==> config.mk <==
export PLATFORM = sky130hd
export DESIGN_NAME = swp_top
export DESIGN_NICKNAME = d
export VERILOG_FILES = /design/src/design/swp_pkg.sv /design/src/design/swp_prot_if.sv /design/src/design/swp_sync3.sv /design/src/design/swp_level_decode.sv /design/src/design/swp_top.sv
export SDC_FILE = /design/constraint.sdc
export NUM_CORES = 1
export LEC_CHECK = 0
export ABC_AREA = 1
export CAP_MARGIN = 20
export CORE_UTILIZATION = 40
export CTS_CLUSTER_DIAMETER = 120
export DETAILED_ROUTE_END_ITERATION = 12
export DONT_BUFFER_PORTS = 1
export PLACE_DENSITY = 0.55
export SYNTH_ARGS = -nofsm -noshare
export SYNTH_HDL_FRONTEND = slang
export SYNTH_SLANG_ARGS = --single-unit
export TNS_END_PERCENT = 100
==> constraint.sdc <==
create_clock -name clk -period 3.77 [get_ports clk]
set_clock_uncertainty 0.05 [all_clocks]
set_input_delay 0 -clock clk [delete_from_list [all_inputs] [get_ports clk]]
set_output_delay 0 -clock clk [all_outputs]
set_load 0.005 [all_outputs]
==> src/design/swp_pkg.sv <==
/*
 Constants, opcodes, field positions and types of the serial flash
 write-protection block. Assumes a 100 MHz core clock and an SPI host.
*/
// Notes on behaviour
// RQ1: After reset the command engine sits idle; no program or erase is pending.
// RQ2: Memory changes only after a complete, well-formed command frame.
// RQ3: A frame not ending on a byte boundary is dropped; hosts send whole bytes.
// RQ4: Data-changing commands need the write latch, set by write-enable first.
// RQ5: Reset and completion of listed write commands clear the write latch.
// RQ6: In deep sleep only release and read-signature are obeyed.
// RQ7: Protect-level bits mark a read-only region; program and erase refused there.
// RQ8: Bottom-select clear: levels 1-6 guard top 1..32 blocks, 7-15 guard all.
// RQ9: Bottom-select set: levels 1-6 guard lowest 1..32 blocks, 7-15 guard all.
// RQ10: Status lock with protect pin low freezes level bits and status lock.
// RQ11: Quad mode disables pin protection; the pin carries data then.
// RQ12: In individual mode single lock and unlock act on one addressed block.
// RQ13: In individual mode global lock and unlock act on every block.
// RQ14: Chip erase runs only when all four protect-level bits are zero.
// RQ15: Security bit 0 shows whether the secured area was factory locked.
// RQ16: Host programs secured area between enter and exit secured-mode commands.
// RQ17: Security write sets the customer lock, security bit 1.
// RQ18: Factory and customer locks, once set, never clear; here reset clears both.
// RQ19: In secured mode the main array cannot be reached.
// RQ20: Secured offsets 000-00F are serial number, 010-1FF customer area.
// RQ21: Refused protected writes leave memory alone but still clear the latch.
// RQ22: Reset selects protect-level mode, not individual block mode.
package swp_pkg;
	typedef logic [7:0] swp_byte_t;
	typedef enum logic [1:0] {ST_IDLE = 2'b00, ST_SHIFT = 2'b01, ST_EXEC = 2'b11} swp_state_t;
	typedef enum logic [2:0] {
		KIND_PROGRAM  = 3'h0,
		KIND_WIPE_4K  = 3'h1,
		KIND_ERASE_32 = 3'h2,
		KIND_ERASE_64 = 3'h3,
		KIND_CHIP     = 3'h4
	} swp_kind_t;

	localparam swp_byte_t OP_WRITE_ENABLE       = 8'h06;
	localparam swp_byte_t OP_WRITE_DISABLE      = 8'h04;
	localparam swp_byte_t OP_STATUS_WRITE       = 8'h01;
	localparam swp_byte_t OP_PAGE_PROGRAM       = 8'h02;
	localparam swp_byte_t OP_QUAD_PAGE_PROGRAM  = 8'h38;
	localparam swp_byte_t OP_CONT_PROGRAM       = 8'hAD;
	localparam swp_byte_t OP_FOUR_KB_WIPE       = 8'h20;
	localparam swp_byte_t OP_HALF_BLOCK_ERASE   = 8'h52;
	localparam swp_byte_t OP_BLOCK_ERASE        = 8'hD8;
	localparam swp_byte_t OP_CHIP_ERASE         = 8'h60;
	localparam swp_byte_t OP_DEEP_SLEEP         = 8'hB9;
	localparam swp_byte_t OP_SLEEP_RELEASE      = 8'hAB;
	localparam swp_byte_t OP_SINGLE_BLOCK_LOCK  = 8'h36;
	localparam swp_byte_t OP_SINGLE_BLOCK_UNLK  = 8'h39;
	localparam swp_byte_t OP_GLOBAL_LOCK        = 8'h7E;
	localparam swp_byte_t OP_GLOBAL_UNLOCK      = 8'h98;
	localparam swp_byte_t OP_PERMANENT_LOCK     = 8'h64;
	localparam swp_byte_t OP_LOCK_REG_WRITE     = 8'h2D;
	localparam swp_byte_t OP_PROTECTION_SELECT  = 8'h68;
	localparam swp_byte_t OP_ENTER_SECURED      = 8'hB1;
	localparam swp_byte_t OP_EXIT_SECURED       = 8'hC1;
	localparam swp_byte_t OP_SECURITY_REG_WRITE = 8'h2F;

	localparam logic [2:0] LEN_CMD    = 3'h1;
	localparam logic [2:0] LEN_STATUS = 3'h2;
	localparam logic [2:0] LEN_ADDR   = 3'h4;
	localparam logic [2:0] LEN_PROG   = 3'h5;

	localparam logic [7:0] REG_STATUS   = 8'h00;
	localparam logic [7:0] REG_CTRL     = 8'h04;
	localparam logic [7:0] REG_SECURITY = 8'h08;

	localparam int ST_LOCK_BIT  = 7;
	localparam int ST_TB_BIT    = 6;
	localparam int ST_LEVEL_LSB = 2;
	localparam logic [3:0] LEVEL_ALL    = 4'h7;
	localparam logic [3:0] PIN_RST      = 4'hA;
	localparam logic [8:0] CUSTOMER_OFF = 9'h010;

	function automatic logic [2:0] need_len(input swp_byte_t op);
		case (op)
			OP_STATUS_WRITE: need_len = LEN_STATUS;
			OP_PAGE_PROGRAM, OP_QUAD_PAGE_PROGRAM, OP_CONT_PROGRAM: need_len = LEN_PROG;
			OP_FOUR_KB_WIPE, OP_HALF_BLOCK_ERASE, OP_BLOCK_ERASE,
			OP_SINGLE_BLOCK_LOCK, OP_SINGLE_BLOCK_UNLK: need_len = LEN_ADDR;
			default: need_len = LEN_CMD;
		endcase
	endfunction

	function automatic logic clears_latch(input swp_byte_t op);
		case (op)
			OP_WRITE_DISABLE, OP_STATUS_WRITE, OP_PAGE_PROGRAM, OP_QUAD_PAGE_PROGRAM,
			OP_CONT_PROGRAM, OP_FOUR_KB_WIPE, OP_HALF_BLOCK_ERASE, OP_BLOCK_ERASE,
			OP_CHIP_ERASE, OP_SINGLE_BLOCK_LOCK, OP_SINGLE_BLOCK_UNLK, OP_GLOBAL_LOCK,
			OP_GLOBAL_UNLOCK, OP_PERMANENT_LOCK, OP_LOCK_REG_WRITE: clears_latch = 1'b1;
			default: clears_latch = 1'b0;
		endcase
	endfunction

	function automatic logic needs_latch(input swp_byte_t op);
		needs_latch = (clears_latch(op) && op != OP_WRITE_DISABLE)
			|| op == OP_PROTECTION_SELECT || op == OP_SECURITY_REG_WRITE;
	endfunction
endpackage

==> src/design/swp_prot_if.sv <==
/*
 Carrier between the protection controller and its level decoder.
 Assumes both ends sit in the same clock domain; purely combinational.
*/
`timescale 1ns/1ns
interface swp_prot_if;
	logic [3:0] level;
	logic       top_bottom;
	logic [5:0] blk;
	logic       hit;
	modport ctl (output level, output top_bottom, output blk, input hit);
	modport dec (input level, input top_bottom, input blk, output hit);
endinterface

==> src/design/swp_sync3.sv <==
/*
 Three-stage pin synchroniser with agreement filter.
 Assumes asynchronous pin inputs; output moves when stages two and three agree.
*/
`timescale 1ns/1ns
module swp_sync3 (
	// Clock and reset
	input  wire  logic       clk,
	input  wire  logic       rst_n,
	// Pins and filtered levels
	input  wire  logic [3:0] d,
	output logic       [3:0] q
);
	import swp_pkg::*;
	logic [3:0] s1;
	logic [3:0] s2;
	logic [3:0] s3;
	logic [3:0] agree;
	assign agree = ~(s2 ^ s3);

	always_ff @(posedge clk or negedge rst_n) begin
		if (!rst_n) begin
			s1 <= PIN_RST;
			s2 <= PIN_RST;
			s3 <= PIN_RST;
			q  <= PIN_RST;
		end else begin
			s1 <= d;
			s2 <= s1;
			s3 <= s2;
			q  <= (s3 & agree) | (q & ~agree);
		end
	end
endmodule

==> src/design/swp_level_decode.sv <==
/*
 Protect-level decoder: tells whether a 64 KB block lies in the guarded region.
 Assumes level and top/bottom select come from the status bits.
*/
`timescale 1ns/1ns
module swp_level_decode (
	// Level, select and block in; hit out
	swp_prot_if.dec p
);
	import swp_pkg::*;
	logic [6:0] span;
	logic [6:0] blk_w;
	logic       in_top;
	logic       in_bottom;
	assign span      = 7'h01 << (p.level[2:0] - 3'h1);
	assign blk_w     = {1'b0, p.blk};
	assign in_top    = blk_w >= (7'h40 - span);
	assign in_bottom = blk_w < span;
	assign p.hit     = (p.level == 4'h0) ? 1'b0 :
		(p.level >= LEVEL_ALL) ? 1'b1 :
		(p.top_bottom ? in_bottom : in_top);  // RQ8 RQ9
endmodule

==> src/design/swp_top.sv <==
/*
 Write-protection controller of a serial flash.
 Samples the SPI pins on the core clock, frames commands, keeps the write
 latch, deep sleep, protect levels, block locks and secured-area locks, and
 issues one-cycle program or erase requests to the memory core.
 Assumes a 100 MHz clock well above the serial clock, and a register port
 driven by local software.
*/
`timescale 1ns/1ns
module swp_top (
	// Clock and reset
	input  wire  logic        clk,
	input  wire  logic        rst_n,
	// Serial pins
	input  wire  logic        sclk,
	input  wire  logic        cs_n,
	input  wire  logic        si,
	input  wire  logic        write_protect_pin,
	// Factory strap
	input  wire  logic        factory_lock_strap,
	// Register port
	input  wire  logic [7:0]  reg_addr,
	input  wire  logic [31:0] reg_wdata,
	input  wire  logic        reg_wr,
	input  wire  logic        reg_rd,
	output logic       [31:0] reg_rdata,
	// Memory core request
	output logic              op_go,
	output swp_pkg::swp_kind_t op_kind,
	output logic       [21:0] op_addr,
	output logic       [7:0]  op_data,
	output logic              op_secured,
	// State
	output logic              write_latch,
	output logic              deep_sleep,
	output logic              secured_mode
);
	import swp_pkg::*;

	////////////////////////////////////////
	// Pin sampling

	logic [3:0] pins;
	logic       sclk_q;
	logic       cs_q;
	logic       sclk_rise;
	logic       cs_fall;
	logic       cs_rise;

	swp_sync3 u_sync (
		.clk   (clk),
		.rst_n (rst_n),
		.d     ({write_protect_pin, si, cs_n, sclk}),
		.q     (pins)
	);

	always_ff @(posedge clk or negedge rst_n) begin
		if (!rst_n) begin
			sclk_q <= 1'b0;
			cs_q   <= 1'b1;
		end else begin
			sclk_q <= pins[0];
			cs_q   <= pins[1];
		end
	end

	assign sclk_rise = pins[0] & ~sclk_q;
	assign cs_fall   = ~pins[1] & cs_q;
	assign cs_rise   = pins[1] & ~cs_q;

	////////////////////////////////////////
	// Frame capture

	swp_state_t state;
	swp_state_t next_state;
	logic [2:0] bit_cnt;
	logic [2:0] byte_cnt;
	logic [7:0] shift;
	swp_byte_t  frame [0:4];
	logic [7:0] next_shift;
	logic       byte_done;

	assign next_shift = {shift[6:0], pins[2]};
	assign byte_done  = (state == ST_SHIFT) && sclk_rise && bit_cnt == 3'h7;

	always_comb begin
		next_state = state;
		case (state)
			ST_IDLE: if (cs_fall) next_state = ST_SHIFT;
			ST_SHIFT: if (cs_rise) next_state = ST_EXEC;
			ST_EXEC: next_state = ST_IDLE;
			default: next_state = ST_IDLE;
		endcase
	end

	always_ff @(posedge clk or negedge rst_n) begin
		if (!rst_n) begin
			state <= ST_IDLE;  // RQ1
		end else begin
			state <= next_state;
		end
	end

	always_ff @(posedge clk or negedge rst_n) begin
		if (!rst_n) begin
			bit_cnt  <= 3'h0;
			byte_cnt <= 3'h0;
			shift    <= 8'h00;
		end else if (state == ST_IDLE) begin
			bit_cnt  <= 3'h0;
			byte_cnt <= 3'h0;
		end else if (state == ST_SHIFT && sclk_rise) begin
			bit_cnt <= bit_cnt + 3'h1;
			shift   <= next_shift;
			if (byte_done && byte_cnt != LEN_PROG) begin
				byte_cnt <= byte_cnt + 3'h1;
			end
		end
	end

	always_ff @(posedge clk or negedge rst_n) begin
		if (!rst_n) begin
			for (int i = 0; i < 5; i++) begin
				frame[i] <= 8'h00;
			end
		end else if (byte_done && byte_cnt != LEN_PROG) begin
			frame[byte_cnt] <= next_shift;
		end
	end

	////////////////////////////////////////
	// Command qualification

	swp_byte_t   op;
	logic [21:0] addr;
	logic [7:0]  st_byte;
	logic        exec;
	logic        frame_ok;
	logic        cmd_ok;
	logic        allowed;
	logic        hw_frozen;
	logic        quad_mode;
	logic        status_lock;
	logic        top_bottom;
	logic [3:0]  level;
	logic        protection_select_cmd;
	logic        fac_lock;
	logic        cust_lock;
	logic [63:0] blk_lock;
	logic        prot_hit;
	logic        sec_locked;
	logic        is_prog;
	logic        is_erase;

	assign op       = frame[0];
	assign addr     = {frame[1][5:0], frame[2], frame[3]};
	assign st_byte  = frame[1];
	assign exec     = state == ST_EXEC;
	assign frame_ok = bit_cnt == 3'h0 && byte_cnt >= need_len(op);  // RQ3 RQ2
	assign cmd_ok   = exec && frame_ok
		&& (!deep_sleep || op == OP_SLEEP_RELEASE);  // RQ6
	assign allowed  = cmd_ok && (!needs_latch(op) || write_latch);  // RQ4
	// Pin protection is void in quad mode since the pin carries data
	assign hw_frozen = status_lock && !pins[3] && !quad_mode;  // RQ10 RQ11

	swp_prot_if prot ();
	assign prot.level      = level;
	assign prot.top_bottom = top_bottom;
	assign prot.blk        = addr[21:16];
	swp_level_decode u_dec (.p(prot.dec));

	assign prot_hit   = protection_select_cmd ? blk_lock[addr[21:16]] : prot.hit;  // RQ7 RQ12
	assign sec_locked = (addr[8:0] < CUSTOMER_OFF) ? fac_lock : cust_lock;  // RQ20
	assign is_prog    = op == OP_PAGE_PROGRAM || op == OP_QUAD_PAGE_PROGRAM
		|| op == OP_CONT_PROGRAM;
	assign is_erase   = op == OP_FOUR_KB_WIPE || op == OP_HALF_BLOCK_ERASE
		|| op == OP_BLOCK_ERASE || op == OP_CHIP_ERASE;

	////////////////////////////////////////
	// Write latch and power mode

	always_ff @(posedge clk or negedge rst_n) begin
		if (!rst_n) begin
			write_latch <= 1'b0;  // RQ5
		end else if (cmd_ok && op == OP_WRITE_ENABLE) begin
			write_latch <= 1'b1;  // RQ4
		end else if (cmd_ok && clears_latch(op)) begin
			write_latch <= 1'b0;  // RQ5 RQ21
		end
	end

	always_ff @(posedge clk or negedge rst_n) begin
		if (!rst_n) begin
			deep_sleep <= 1'b0;
		end else if (cmd_ok && op == OP_DEEP_SLEEP) begin
			deep_sleep <= 1'b1;
		end else if (cmd_ok && op == OP_SLEEP_RELEASE) begin
			deep_sleep <= 1'b0;  // RQ6
		end
	end

	////////////////////////////////////////
	// Status bits

	always_ff @(posedge clk or negedge rst_n) begin
		if (!rst_n) begin
			level       <= 4'h0;
			status_lock <= 1'b0;
			top_bottom  <= 1'b0;
		end else if (allowed && op == OP_STATUS_WRITE) begin
			top_bottom <= st_byte[ST_TB_BIT];
			if (!hw_frozen) begin
				level       <= st_byte[ST_LEVEL_LSB +: 4];  // RQ10
				status_lock <= st_byte[ST_LOCK_BIT];
			end
		end
	end

	////////////////////////////////////////
	// Individual block locks

	always_ff @(posedge clk or negedge rst_n) begin
		if (!rst_n) begin
			protection_select_cmd <= 1'b0;  // RQ22
		end else if (allowed && op == OP_PROTECTION_SELECT) begin
			protection_select_cmd <= 1'b1;
		end
	end

	always_ff @(posedge clk or negedge rst_n) begin
		if (!rst_n) begin
			blk_lock <= 64'h0000_0000_0000_0000;
		end else if (allowed && protection_select_cmd) begin
			case (op)
				OP_SINGLE_BLOCK_LOCK: blk_lock[addr[21:16]] <= 1'b1;  // RQ12
				OP_SINGLE_BLOCK_UNLK: blk_lock[addr[21:16]] <= 1'b0;  // RQ12
				OP_GLOBAL_LOCK: blk_lock <= 64'hFFFF_FFFF_FFFF_FFFF;  // RQ13
				OP_GLOBAL_UNLOCK: blk_lock <= 64'h0000_0000_0000_0000;  // RQ13
				default: blk_lock <= blk_lock;
			endcase
		end
	end

	////////////////////////////////////////
	// Secured area

	always_ff @(posedge clk or negedge rst_n) begin
		if (!rst_n) begin
			secured_mode <= 1'b0;
		end else if (cmd_ok && op == OP_ENTER_SECURED) begin
			secured_mode <= 1'b1;
		end else if (cmd_ok && op == OP_EXIT_SECURED) begin
			secured_mode <= 1'b0;
		end
	end

	// Locks only ever rise; no path clears them but reset
	always_ff @(posedge clk or negedge rst_n) begin
		if (!rst_n) begin
			fac_lock  <= 1'b0;
			cust_lock <= 1'b0;
		end else begin
			fac_lock  <= fac_lock | factory_lock_strap;  // RQ15 RQ18
			if (allowed && op == OP_SECURITY_REG_WRITE) begin
				cust_lock <= 1'b1;  // RQ17 RQ18
			end
		end
	end

	////////////////////////////////////////
	// Memory core requests

	logic      next_go;
	swp_kind_t next_kind;

	always_comb begin
		next_go   = 1'b0;
		next_kind = KIND_PROGRAM;
		if (allowed && is_prog) begin
			next_go = secured_mode ? !sec_locked : !prot_hit;  // RQ7 RQ18 RQ21
		end else if (allowed && is_erase && !secured_mode) begin  // RQ19
			case (op)
				OP_FOUR_KB_WIPE: next_kind = KIND_WIPE_4K;
				OP_HALF_BLOCK_ERASE: next_kind = KIND_ERASE_32;
				OP_BLOCK_ERASE: next_kind = KIND_ERASE_64;
				default: next_kind = KIND_CHIP;
			endcase
			if (op == OP_CHIP_ERASE) begin
				next_go = level == 4'h0;  // RQ14
			end else begin
				next_go = !prot_hit;  // RQ7 RQ21
			end
		end
	end

	always_ff @(posedge clk or negedge rst_n) begin
		if (!rst_n) begin
			op_go      <= 1'b0;
			op_kind    <= KIND_PROGRAM;
			op_addr    <= 22'h00_0000;
			op_data    <= 8'h00;
			op_secured <= 1'b0;
		end else begin
			op_go <= next_go;  // RQ2
			if (next_go) begin
				op_kind    <= next_kind;
				op_addr    <= addr;
				op_data    <= frame[4];
				op_secured <= secured_mode;
			end
		end
	end

	////////////////////////////////////////
	// Register port

	logic [31:0] status_word;
	logic [31:0] sec_word;
	logic [31:0] next_rdata;

	assign status_word = {22'h00_0000, protection_select_cmd, secured_mode, deep_sleep, top_bottom,
		status_lock, level, write_latch};
	assign sec_word    = {30'h0000_0000, cust_lock, fac_lock};  // RQ15

	always_comb begin
		case (reg_addr)
			REG_STATUS: next_rdata = status_word;
			REG_CTRL: next_rdata = {31'h0000_0000, quad_mode};
			REG_SECURITY: next_rdata = sec_word;
			default: next_rdata = 32'h0000_0000;
		endcase
	end

	always_ff @(posedge clk or negedge rst_n) begin
		if (!rst_n) begin
			quad_mode <= 1'b0;
		end else if (reg_wr && reg_addr == REG_CTRL) begin
			quad_mode <= reg_wdata[0];
		end
	end

	always_ff @(posedge clk or negedge rst_n) begin
		if (!rst_n) begin
			reg_rdata <= 32'h0000_0000;
		end else begin
			reg_rdata <= reg_rd ? next_rdata : 32'h0000_0000;
		end
	end
endmodule

Yosys cells after proc, flatten, opt, wreduce, memory -nomap -nowiden
Index checks and enable logic that the tools add are counted.
- register bits: 195
- input bits: 49
- output and inout port bits: 70
- logic and storage cells: 195
- add/sub/neg operators: 4
- $lt $le $gt $ge: 9
- equal/unequal tests: 31
- shifts and indexed selects: 1
- mux-type cells: 39
- bitwise gates (word level): 19
- reduce and logical (&&, ||, !) cells: 60
- operator list (operator ; number):
    $pmux W64 S4 ; 1
    $and A64 B64 Y64 ; 1
    $not A64 Y64 ; 1
    $or A64 B64 Y64 ; 1
    $eq A8 B8 Y1 const B ; 7
    $eq A8 B6 Y1 const B ; 6
    $bwmux W40 ; 1
    $eq A8 B7 Y1 const B ; 5
    $pmux W10 S3 ; 1
    $logic_and A1 B1 Y1 ; 26
    $demux W8 S3 ; 1
    $eq A8 B3 Y1 const B ; 3
    $mux W3 ; 7
    $mux W1 ; 19
    $pmux W3 S3 ; 2
    $reduce_or A15 Y1 ; 1
    $mux W10 ; 1
    $reduce_and A2 Y1 ; 5
    $reduce_bool A2 Y1 ; 5
    $logic_or A1 B1 Y1 ; 9
    $lt A9 B5 Y1 const B ; 1
    $and A4 B4 Y4 ; 2
    $eq A8 B1 Y1 const B ; 1
    $eq A8 B2 Y1 const B ; 1
    39 further kinds ; 55

Longest topological paths before layout
Gate-level depths: netlist of the first run.
- word-level depth: 13
- gate-level depth with buffers: 24

Hierarchy
A second synthesis of the first run with hierarchy kept.
- cell total of the unflattened synthesis: 1515
- area total of the unflattened synthesis: 11091.9 µm²
- modules (own cells, without submodules) (module ; instances ; cells each ; area each (µm²) ; seq. area each (µm²)):
    swp_top ; 1 ; 1414 ; 10206.0 ; 4480.5
    swp_sync3 ; 1 ; 32 ; 475.5 ; 410.4
    swp_level_decode ; 1 ; 69 ; 410.4 ; 0.0

Worst setup path after synthesis of the first run
No wires, ideal clock.
- kind: register -> register
- from: reg frame (netlist bit op[2])
- to: reg op_addr[21]
- library setup time: 0.117 ns
- arrival time: 2.800 ns
- required time: 3.603 ns
- setup slack: 0.803 ns
- cell stages (with the launch flop): 23
- cells stage by stage: dfrtp_1 > buf_2 > nor2_1 > nand2_1 > inv_1 > nand2_1 > o21ai_0 > nor2_1 > and3_1 > ha_1 > a21oi_1 > o211ai_1 > nand2_1 > inv_1 > o21ai_1 > inv_1 > nand2_2 > nor2_1 > nand2_2 > nand2_4 > buf_4 > nand2_1 > nand2_1
- cells in the longest elaborated chain, start to end: 13
- elaborated cells between the ends (all ways): 46
- classes of those cells: order compare (1); eq/ne (19); mux (5); reduce/logical (21)
- RTL lines (item ; RTL line ; source):
    from (decl) ; swp_top.sv:79 ; swp_byte_t frame [0:4];
    from (signal, indexed assignment) ; swp_top.sv:127 ; frame[byte_cnt] <= next_shift;
    parallel branches: the longest is 12 deep, another holds $ge A3 B3 Y1 ; n/a ;
    $mux W1 * ; swp_top.sv:279 ; if (allowed && is_prog) begin
    to (signal assigned) ; swp_top.sv:307 ; op_addr <= addr;
    to (decl) ; swp_top.sv:30 ; output logic [21:0] op_addr,
Every way passes the cells marked *.
A chain may end at the register's enable or synchronous reset.

Worst setup path in the final report of the first run
- from: reg frame (netlist bit op[1])
- to: reg op_data[2]
- cells in the longest elaborated chain, start to end: 13
- elaborated cells between the ends (all ways): 46
- classes of those cells: order compare (1); eq/ne (19); mux (5); reduce/logical (21)
- RTL lines (item ; RTL line ; source):
    parallel branches: the longest is 12 deep, another holds $ge A3 B3 Y1 ; n/a ;
    $mux W1 * ; swp_top.sv:279 ;
    to (signal assigned) ; swp_top.sv:308 ; op_data <= frame[4];
    to (decl) ; swp_top.sv:31 ; output logic [7:0] op_data,
Marked as above.

==> out/metrics.yaml, run 1 <==
drt:
  firstDrtPassIters: 5
  wl_mm: 28.7
  vias_per_cell: 5.00
  vias: 9333
  drt-initial-drc-count: 663
  drc: 0
  ant_nets: 0
  wl_per_cell_microns: 15.4
clock_network:
  hold_buffers: 14
  cts_tree: "built"
  clkLatencyLatePin_ps: 450
  cts_sinks: 195
  clockBufferDepth: 2
  cts_buffers: 17
  cts_root_buffer: "clkbuf_16"
  cts_setup_buffers: 0
  htree_levels: 4
  clk_pin_slew_worst_paths_ps: 90
die:
  core-area_sq_um: 27000
  dieWidth_microns: 168
  fp.dieArea_sq_um: 28200
  pin_count: 119
  start_util_pct: 40.8
  rows: 60
  fp.dieH_microns: 168
global_route:
  grt_usage_pct: 21.3
  grt_antenna_before_repair: 0
  grt_first_pass_wirelength_mm: 47.1
  grt_pass1_vias: 8778
  grt_overflow_total: 0
  grt_max_degree: 196
placement:
  placed_cell_area_sq_um: 11300
  placedCellCount: 1821
  place.gp.congestion: 0.861
  port_buffers: 0
  hpwl_mm: 17.7
yosys:
  yosys_register_bits: 195
  synth-edff-count: 0
  synthFlopType: "dfrtp_1"
  ys_async_sr_fraction_pct: 100
  ys_warn_count: 0
  synth_cell_types: 44
  synth_area_sq_um: 11000
  synth_cells: 1520
  synth-seq-area-share_pct: 44.5
  postSynthAreaPerCell_sq_um: 7.24
sta:
  fin_crit_sh_pct: 89.3
  holdWs_ps: -806
  fmax_mhz: 297
  worst_pin_slew_ps: 751
  period_minus_slack_ps: 3370
  grt_setup_unrepaired: "no"
  slew_headroom_pct: 49.9
  final_hold_viol_count: 195
  setup_viol_count_final: 0
  setup_tns_ps: 0
  slew_violations: 0
worst_setup_path:
  cp.arrival_ps: 3700
  crit_type: "reg -> reg"
  cp_max_fo: 32
  end_kind: "flip-flop"
  crit_path_start_kind: "flip-flop"
  crit_required_ps: 4110
power_and_ir_drop:
  leakage_nw: 6.50
  peakVddDrop_mv: 0.265
  p_per_area_nw_per_um2: 355
hold_path:
  min-delay-path-class: "in -> async"
run_status:
  violations: "negative hold slack"
  status: "complete, but fails checks"
layout:
  layout.nets: 1582
  layout.cells.non_filler: 1867
  diodes: 0
  drive_gt1_share_pct: 5.77
  areaGrowthSynthToFinish_pct: 9.84
  fin_area_sq_um: 12100
job:
  cap_violations: 0
[worst max-delay path: stages, from the launching register on]
cell and delay [ps]:
dfrtp_1 390, nor2_1 300, nand2_1 160, inv_1 110, nand2_1 60, o21ai_0 120, nor2_1 120, and3_1 200
nand2_1 70, nand2_1 50, ha_1 270, nand3_1 60, o211ai_1 90, nand2_1 100, inv_1 90, o21ai_2 130
inv_1 100, nand2_2 80, nor2_4 140, nand2_4 100, nand2_4 300, nand2_1 110, nand2_1 70
[cells in the mapped netlist, types with 2 or more instances]
cell	n	area (sq um)
a21oi_1	21	105
buf_2	28	140
buf_4	27	203
clkbuf_1	28	105
clkinv_1	2	7.51
dfrtp_1	186	4650
dfstp_2	9	236
ha_1	20	250
inv_1	217	815
inv_2	3	11.3
maj3_1	4	40.0
nand2_1	473	1780
nand2_2	3	18.8
nand2_4	2	22.5
nand3_1	52	260
nand4_1	10	62.6
nor2_1	188	706
nor2_2	3	18.8
nor3_1	18	90.1
nor4_1	2	12.5
o211ai_1	3	22.5
o21ai_0	76	380
o21ai_1	56	280
o221ai_1	64	561
o22ai_1	3	18.8
o31ai_1	2	15.0
o32ai_1	2	17.5
or2_2	2	12.5
[final timing paths]
| path | startpoint | to | slack [ps] | cells after the start |
|---|---|---|---|---|
| min | rst_n | blk_lock[38]$_DFFE_PN0P_ | -810 | 0 |
| max | op[1]$_DFFE_PN0P_ | op_data[2]$_DFFE_PN0P_ | 400 | 22 |
| max in group asynchronous | rst_n | blk_lock[17]$_DFFE_PN0P_ | 3980 | 0 |
| min in group clk | reg_addr[0] | reg_rdata[2]$_DFF_PN0_ | 30 | 5 |
| max reg2reg | op[1]$_DFFE_PN0P_ | op_data[2]$_DFFE_PN0P_ | 400 | 22 |
| min reg2reg | u_sync.s1[0]$_DFF_PN0_ | u_sync.s2[0]$_DFF_PN0_ | 310 | 0 |
[flip-flops by register name, indices dropped and copies added, names as in the netlist, 2 cells and up, named ones only]
signal     cells
addr          16
bit_cnt        3
blk_lock      64
byte_cnt       3
frame          8
level          4
op             8
op_addr       22
op_data        8
op_kind        3
reg_rdata     10
shift          7
st_byte        8
state          2
u_sync.s1      4
u_sync.s2      4
u_sync.s3      4
[stage by stage]
step                      setup slack (ps)  total power [mW]  utilization (%)
after detailed placement               253              2.42             42.0
final                                  405              4.29             44.8
after global routing                  56.1              4.45             44.8
after floorplan                        803              2.36                -
after CTS                              227              4.35             44.8
after global placement                 334              2.41             42.0
[kinds of logic after synthesis]
kind of cell    synth area share [%]
simple gates                    27.9
buf+inv                         11.8
compound gates                  13.1
flops                           44.5
fa+ha+maj                       2.64
xor+xnor                      0.0796
other cells                   0.0341
[layout by cell type (no fill, tap or decap), types with 3 or more instances in the layout]
cell / Yosys / routed
o21ai_1: 56 / 54
o211ai_1: 3 / 3
nand2_4: 2 / 3
inv_2: 3 / 3
inv_12: 0 / 3
dlygate4sd3_1: 0 / 14
o221ai_1: 64 / 64
ha_1: 20 / 20
dfrtp_1: 186 / 186
o22ai_1: 3 / 3
nand2_2: 3 / 3
nor2_1: 188 / 187
maj3_1: 4 / 4
buf_12: 0 / 6
nand3_1: 52 / 52
o21ai_0: 76 / 76
nand4_1: 10 / 10
a21oi_1: 21 / 21
clkbuf_16: 0 / 17
clkinv_8: 0 / 4
nor3_1: 18 / 18
buf_4: 27 / 17
nand2_1: 473 / 472
conb_1: 1 / 22
dfstp_2: 9 / 9
inv_8: 0 / 5
nor2_2: 3 / 3
inv_1: 217 / 217
[final cells by class]
| class | instances | area [sq um] |
|---|---|---|
| Fill cell | 2693 | 14900 |
| Multi-Input combinational cell | 1039 | 4920 |
| Sequential cell | 195 | 4890 |
| Inverter | 223 | 840 |
| Tap cell | 341 | 427 |
| Clock buffer | 17 | 425 |
| Timing Repair Buffer | 37 | 388 |
| Clock inverter | 15 | 193 |
[layer usage]
layer  up-vias  track usage [%]  share of wire [%]
li1       4780                -                  -
met1      4327             29.8                 48
met2       191             33.7                 46
met3        35             3.76                4.5
met4         0             6.26                1.9
met5         -                0                  0
[power breakdown]
group          internal, mW  total [mW]  leakage (nW)  switching, mW
clock                 0.919        1.91         0.302          0.995
sequential             2.16        2.19          2.65         0.0319
combinational        0.0497       0.190          3.55          0.140
total                  3.12        4.29          6.50           1.17
[what timing repair did]
| item | in CTS | in global routing |
|---|---|---|
| endpoints found under the setup margin | 0 | 31 |
| gates resized for setup | 0 | 1 |
| hold endpoints to repair | 211 | 195 |
Note: power is estimated with default switching activity, not from simulation.
==> run 2, diff against run 1 <==
==> constraint.sdc (replaced) <==
create_clock -name clk -period 3.77 [get_ports clk]
set_clock_uncertainty 0.05 [all_clocks]
set_input_delay 0.9425 -clock clk [delete_from_list [all_inputs] [get_ports clk]]
set_output_delay 0.9425 -clock clk [all_outputs]
set_load 0.005 [all_outputs]
==> out/metrics.yaml, run 2 (synthesis results as in run 1) <==
clock_network:
  cts_tree: "built"
  clkLatencyLatePin_ps: 440
  cts_resized: 0
  clk_pin_slew_worst_paths_ps: 80
  cts_root_buffer: "clkbuf_16"
  clockBufferDepth: 2
  hold_buffers: 0
  cts_setup_buffers: 0
  cts_buffers: 17
  htree_levels: 4
  cts_sinks: 195
worst_setup_path:
  crit_start: "op[3]$_DFFE_PN0P_"
  crit_required_ps: 4050
  crit_chain: "inv_1 > nor2_1 > nand2_1 > inv_1 > nand2_1 > o21ai_0 > nor2_1 > and3_1 > ha_1 > a21oi_1 > o211ai_1 > nand2_1 > inv_1 > o21ai_2 > inv_1 > nand2_2 > nor2_1 > nand2_2 > nand2_8 > nand2_1 > nand2_1"
  rrSetupSlack_ps: 430
  cp.arrival_ps: 3620
  crit_path_start_kind: "flip-flop"
  critPathSlowestCell: "dfrtp_1"
  cp_max_fo: 32
  r2r-start: "op[3]$_DFFE_PN0P_"
  cp.depth: 21
  cpPeakStageDelay_ps: 420
  ff2ff_path_depth: 21
  worst-path-buf-inv: 4
  end_kind: "flip-flop"
  crit_type: "reg -> reg"
  critPathMostFrequentCell: "nand2_1"
  critPathTopFamily: "simple AND/OR/NAND/NOR gates"
  reg2reg_to: "op_addr[20]$_DFFE_PN0P_"
placement:
  place.gp.congestion: 0.846
  hpwl_mm: 17.5
  placed_cell_area_sq_um: 11300
  port_buffers: 0
global_route:
  met3_usage_pct: 3.15
  grt_antenna_before_repair: 0
  grt_first_pass_wirelength_mm: 46.4
  grt_overflow_total: 0
  grt_busiest_layer: "met2"
  grt_max_degree: 196
  grt_pass1_vias: 8735
  grt_usage_pct: 20.9
  grt_use_met1_pct: 29.8
  grt_util_met2_pct: 33.2
run_status:
  status: "complete, no violations"
layout:
  fillers: 2714
  final_cell_mix: "nand2_1, inv_1, nor2_1, dfrtp_1, o21ai_0"
  regMostFlops: "blk_lock"
  largest_register_ff_count: 64
  drive_gt1_share_pct: 5.63
  diodes: 0
  layout.nets: 1566
  fin_area_sq_um: 11900
  layout_commonest_cell: "nand2_1"
  areaGrowthSynthToFinish_pct: 8.42
die:
  rows: 60
  core-area_sq_um: 27000
  dieWidth_microns: 168
  fp.dieArea_sq_um: 28200
  pin_count: 119
  fp.dieH_microns: 168
  start_util_pct: 40.8
drt:
  vias_per_cell: 4.98
  drc: 0
  wl_per_cell_microns: 15.2
  ant_nets: 0
  drt-initial-drc-count: 651
  wl_mm: 28.1
  firstDrtPassIters: 7
  vias: 9225
sta:
  final_hold_viol_count: 0
  period_minus_slack_ps: 3340
  slew_violations: 0
  slew_headroom_pct: 47.5
  fin_crit_sh_pct: 88.5
  holdWs_ps: 150
  grt_setup_unrepaired: "no"
  setup_tns_ps: 0
  worst_pin_slew_ps: 787
  fmax_mhz: 300
  setup_viol_count_final: 0
power_and_ir_drop:
  switching_share_pct: 26.6
  p_switching_mw: 1.12
  p_int_mw: 3.10
  peakVddDrop_mv: 0.278
  leakage_nw: 6.43
  comb_power_share_pct: 4.3
  power_frac_seq_pct: 51.8
  p_clk_share_pct: 43.9
  p_per_area_nw_per_um2: 354
job:
  cap_violations: 0
hold_path:
  min-delay-path-class: "in -> async"
[run 2: changes by cell type in the layout (fill, tap and decap cells not counted)]
cell / delta
buf_4: -2
clkbuf_1: +1
clkinv_2: -1
clkinv_8: +2
clkinvlp_4: +1
dlygate4sd3_1: -14
inv_12: -2
inv_6: +2
inv_8: -3
nand2_4: -1
nand2_8: +1
[run 2: final cells by class]
| type | instances | area [sq um] | share of cell area [%] |
|---|---|---|---|
| flip-flops and latches | 195 | 4890 | 41.0 |
| clock buffers | 18 | 429 | 3.60 |
| inverters | 223 | 840 | 7.04 |
| well taps | 341 | 427 | 3.58 |
| multi-input cells | 1039 | 4930 | 41.3 |
| repair buffers | 21 | 233 | 1.95 |
| clock inverters | 14 | 179 | 1.50 |
[run 2: worst max-delay path by stage]
stage | endpoint | slack (ps)
detailed placement | op_addr[20]$_DFFE_PN0P_ | 170
CTS | op_addr[20]$_DFFE_PN0P_ | 160
global placement | op_addr[1]$_DFFE_PN0P_ | 240
global route | level[1]$_DFFE_PN0P_ | 40
finish | op_addr[20]$_DFFE_PN0P_ | 430
floorplan | op_addr[21]$_DFFE_PN0P_ | 800
[run 2: power by group through the flow]
stage	registers (mW)	logic [mW]	clock network (mW)
6_report	2.19	0.184	1.85
5_1_grt	2.20	0.211	1.99
4_1_cts	2.19	0.188	1.92
3_5_place_dp	2.23	0.187	0
3_3_place_gp	2.23	0.184	0
2_1_floorplan	2.22	0.135	0
[run 2: metrics by stage]
step                cells  setup WS, ps  utilization (%)  power [mW]
floorplan            1541           803                -        2.36
global placement     1819           235             41.9        2.41
detailed placement   1819           173             41.9        2.42
CTS                  1851           161             44.2        4.29
global route         1851          38.5             44.3        4.40
finish               1851           434             44.3        4.22
[run 2: routing by layer]
metal,vias to the layer above,part of all wire (%)
met1,4305,49
li1,4735,-
met4,0,1.0
met5,-,0
met2,163,47
met3,22,3.6
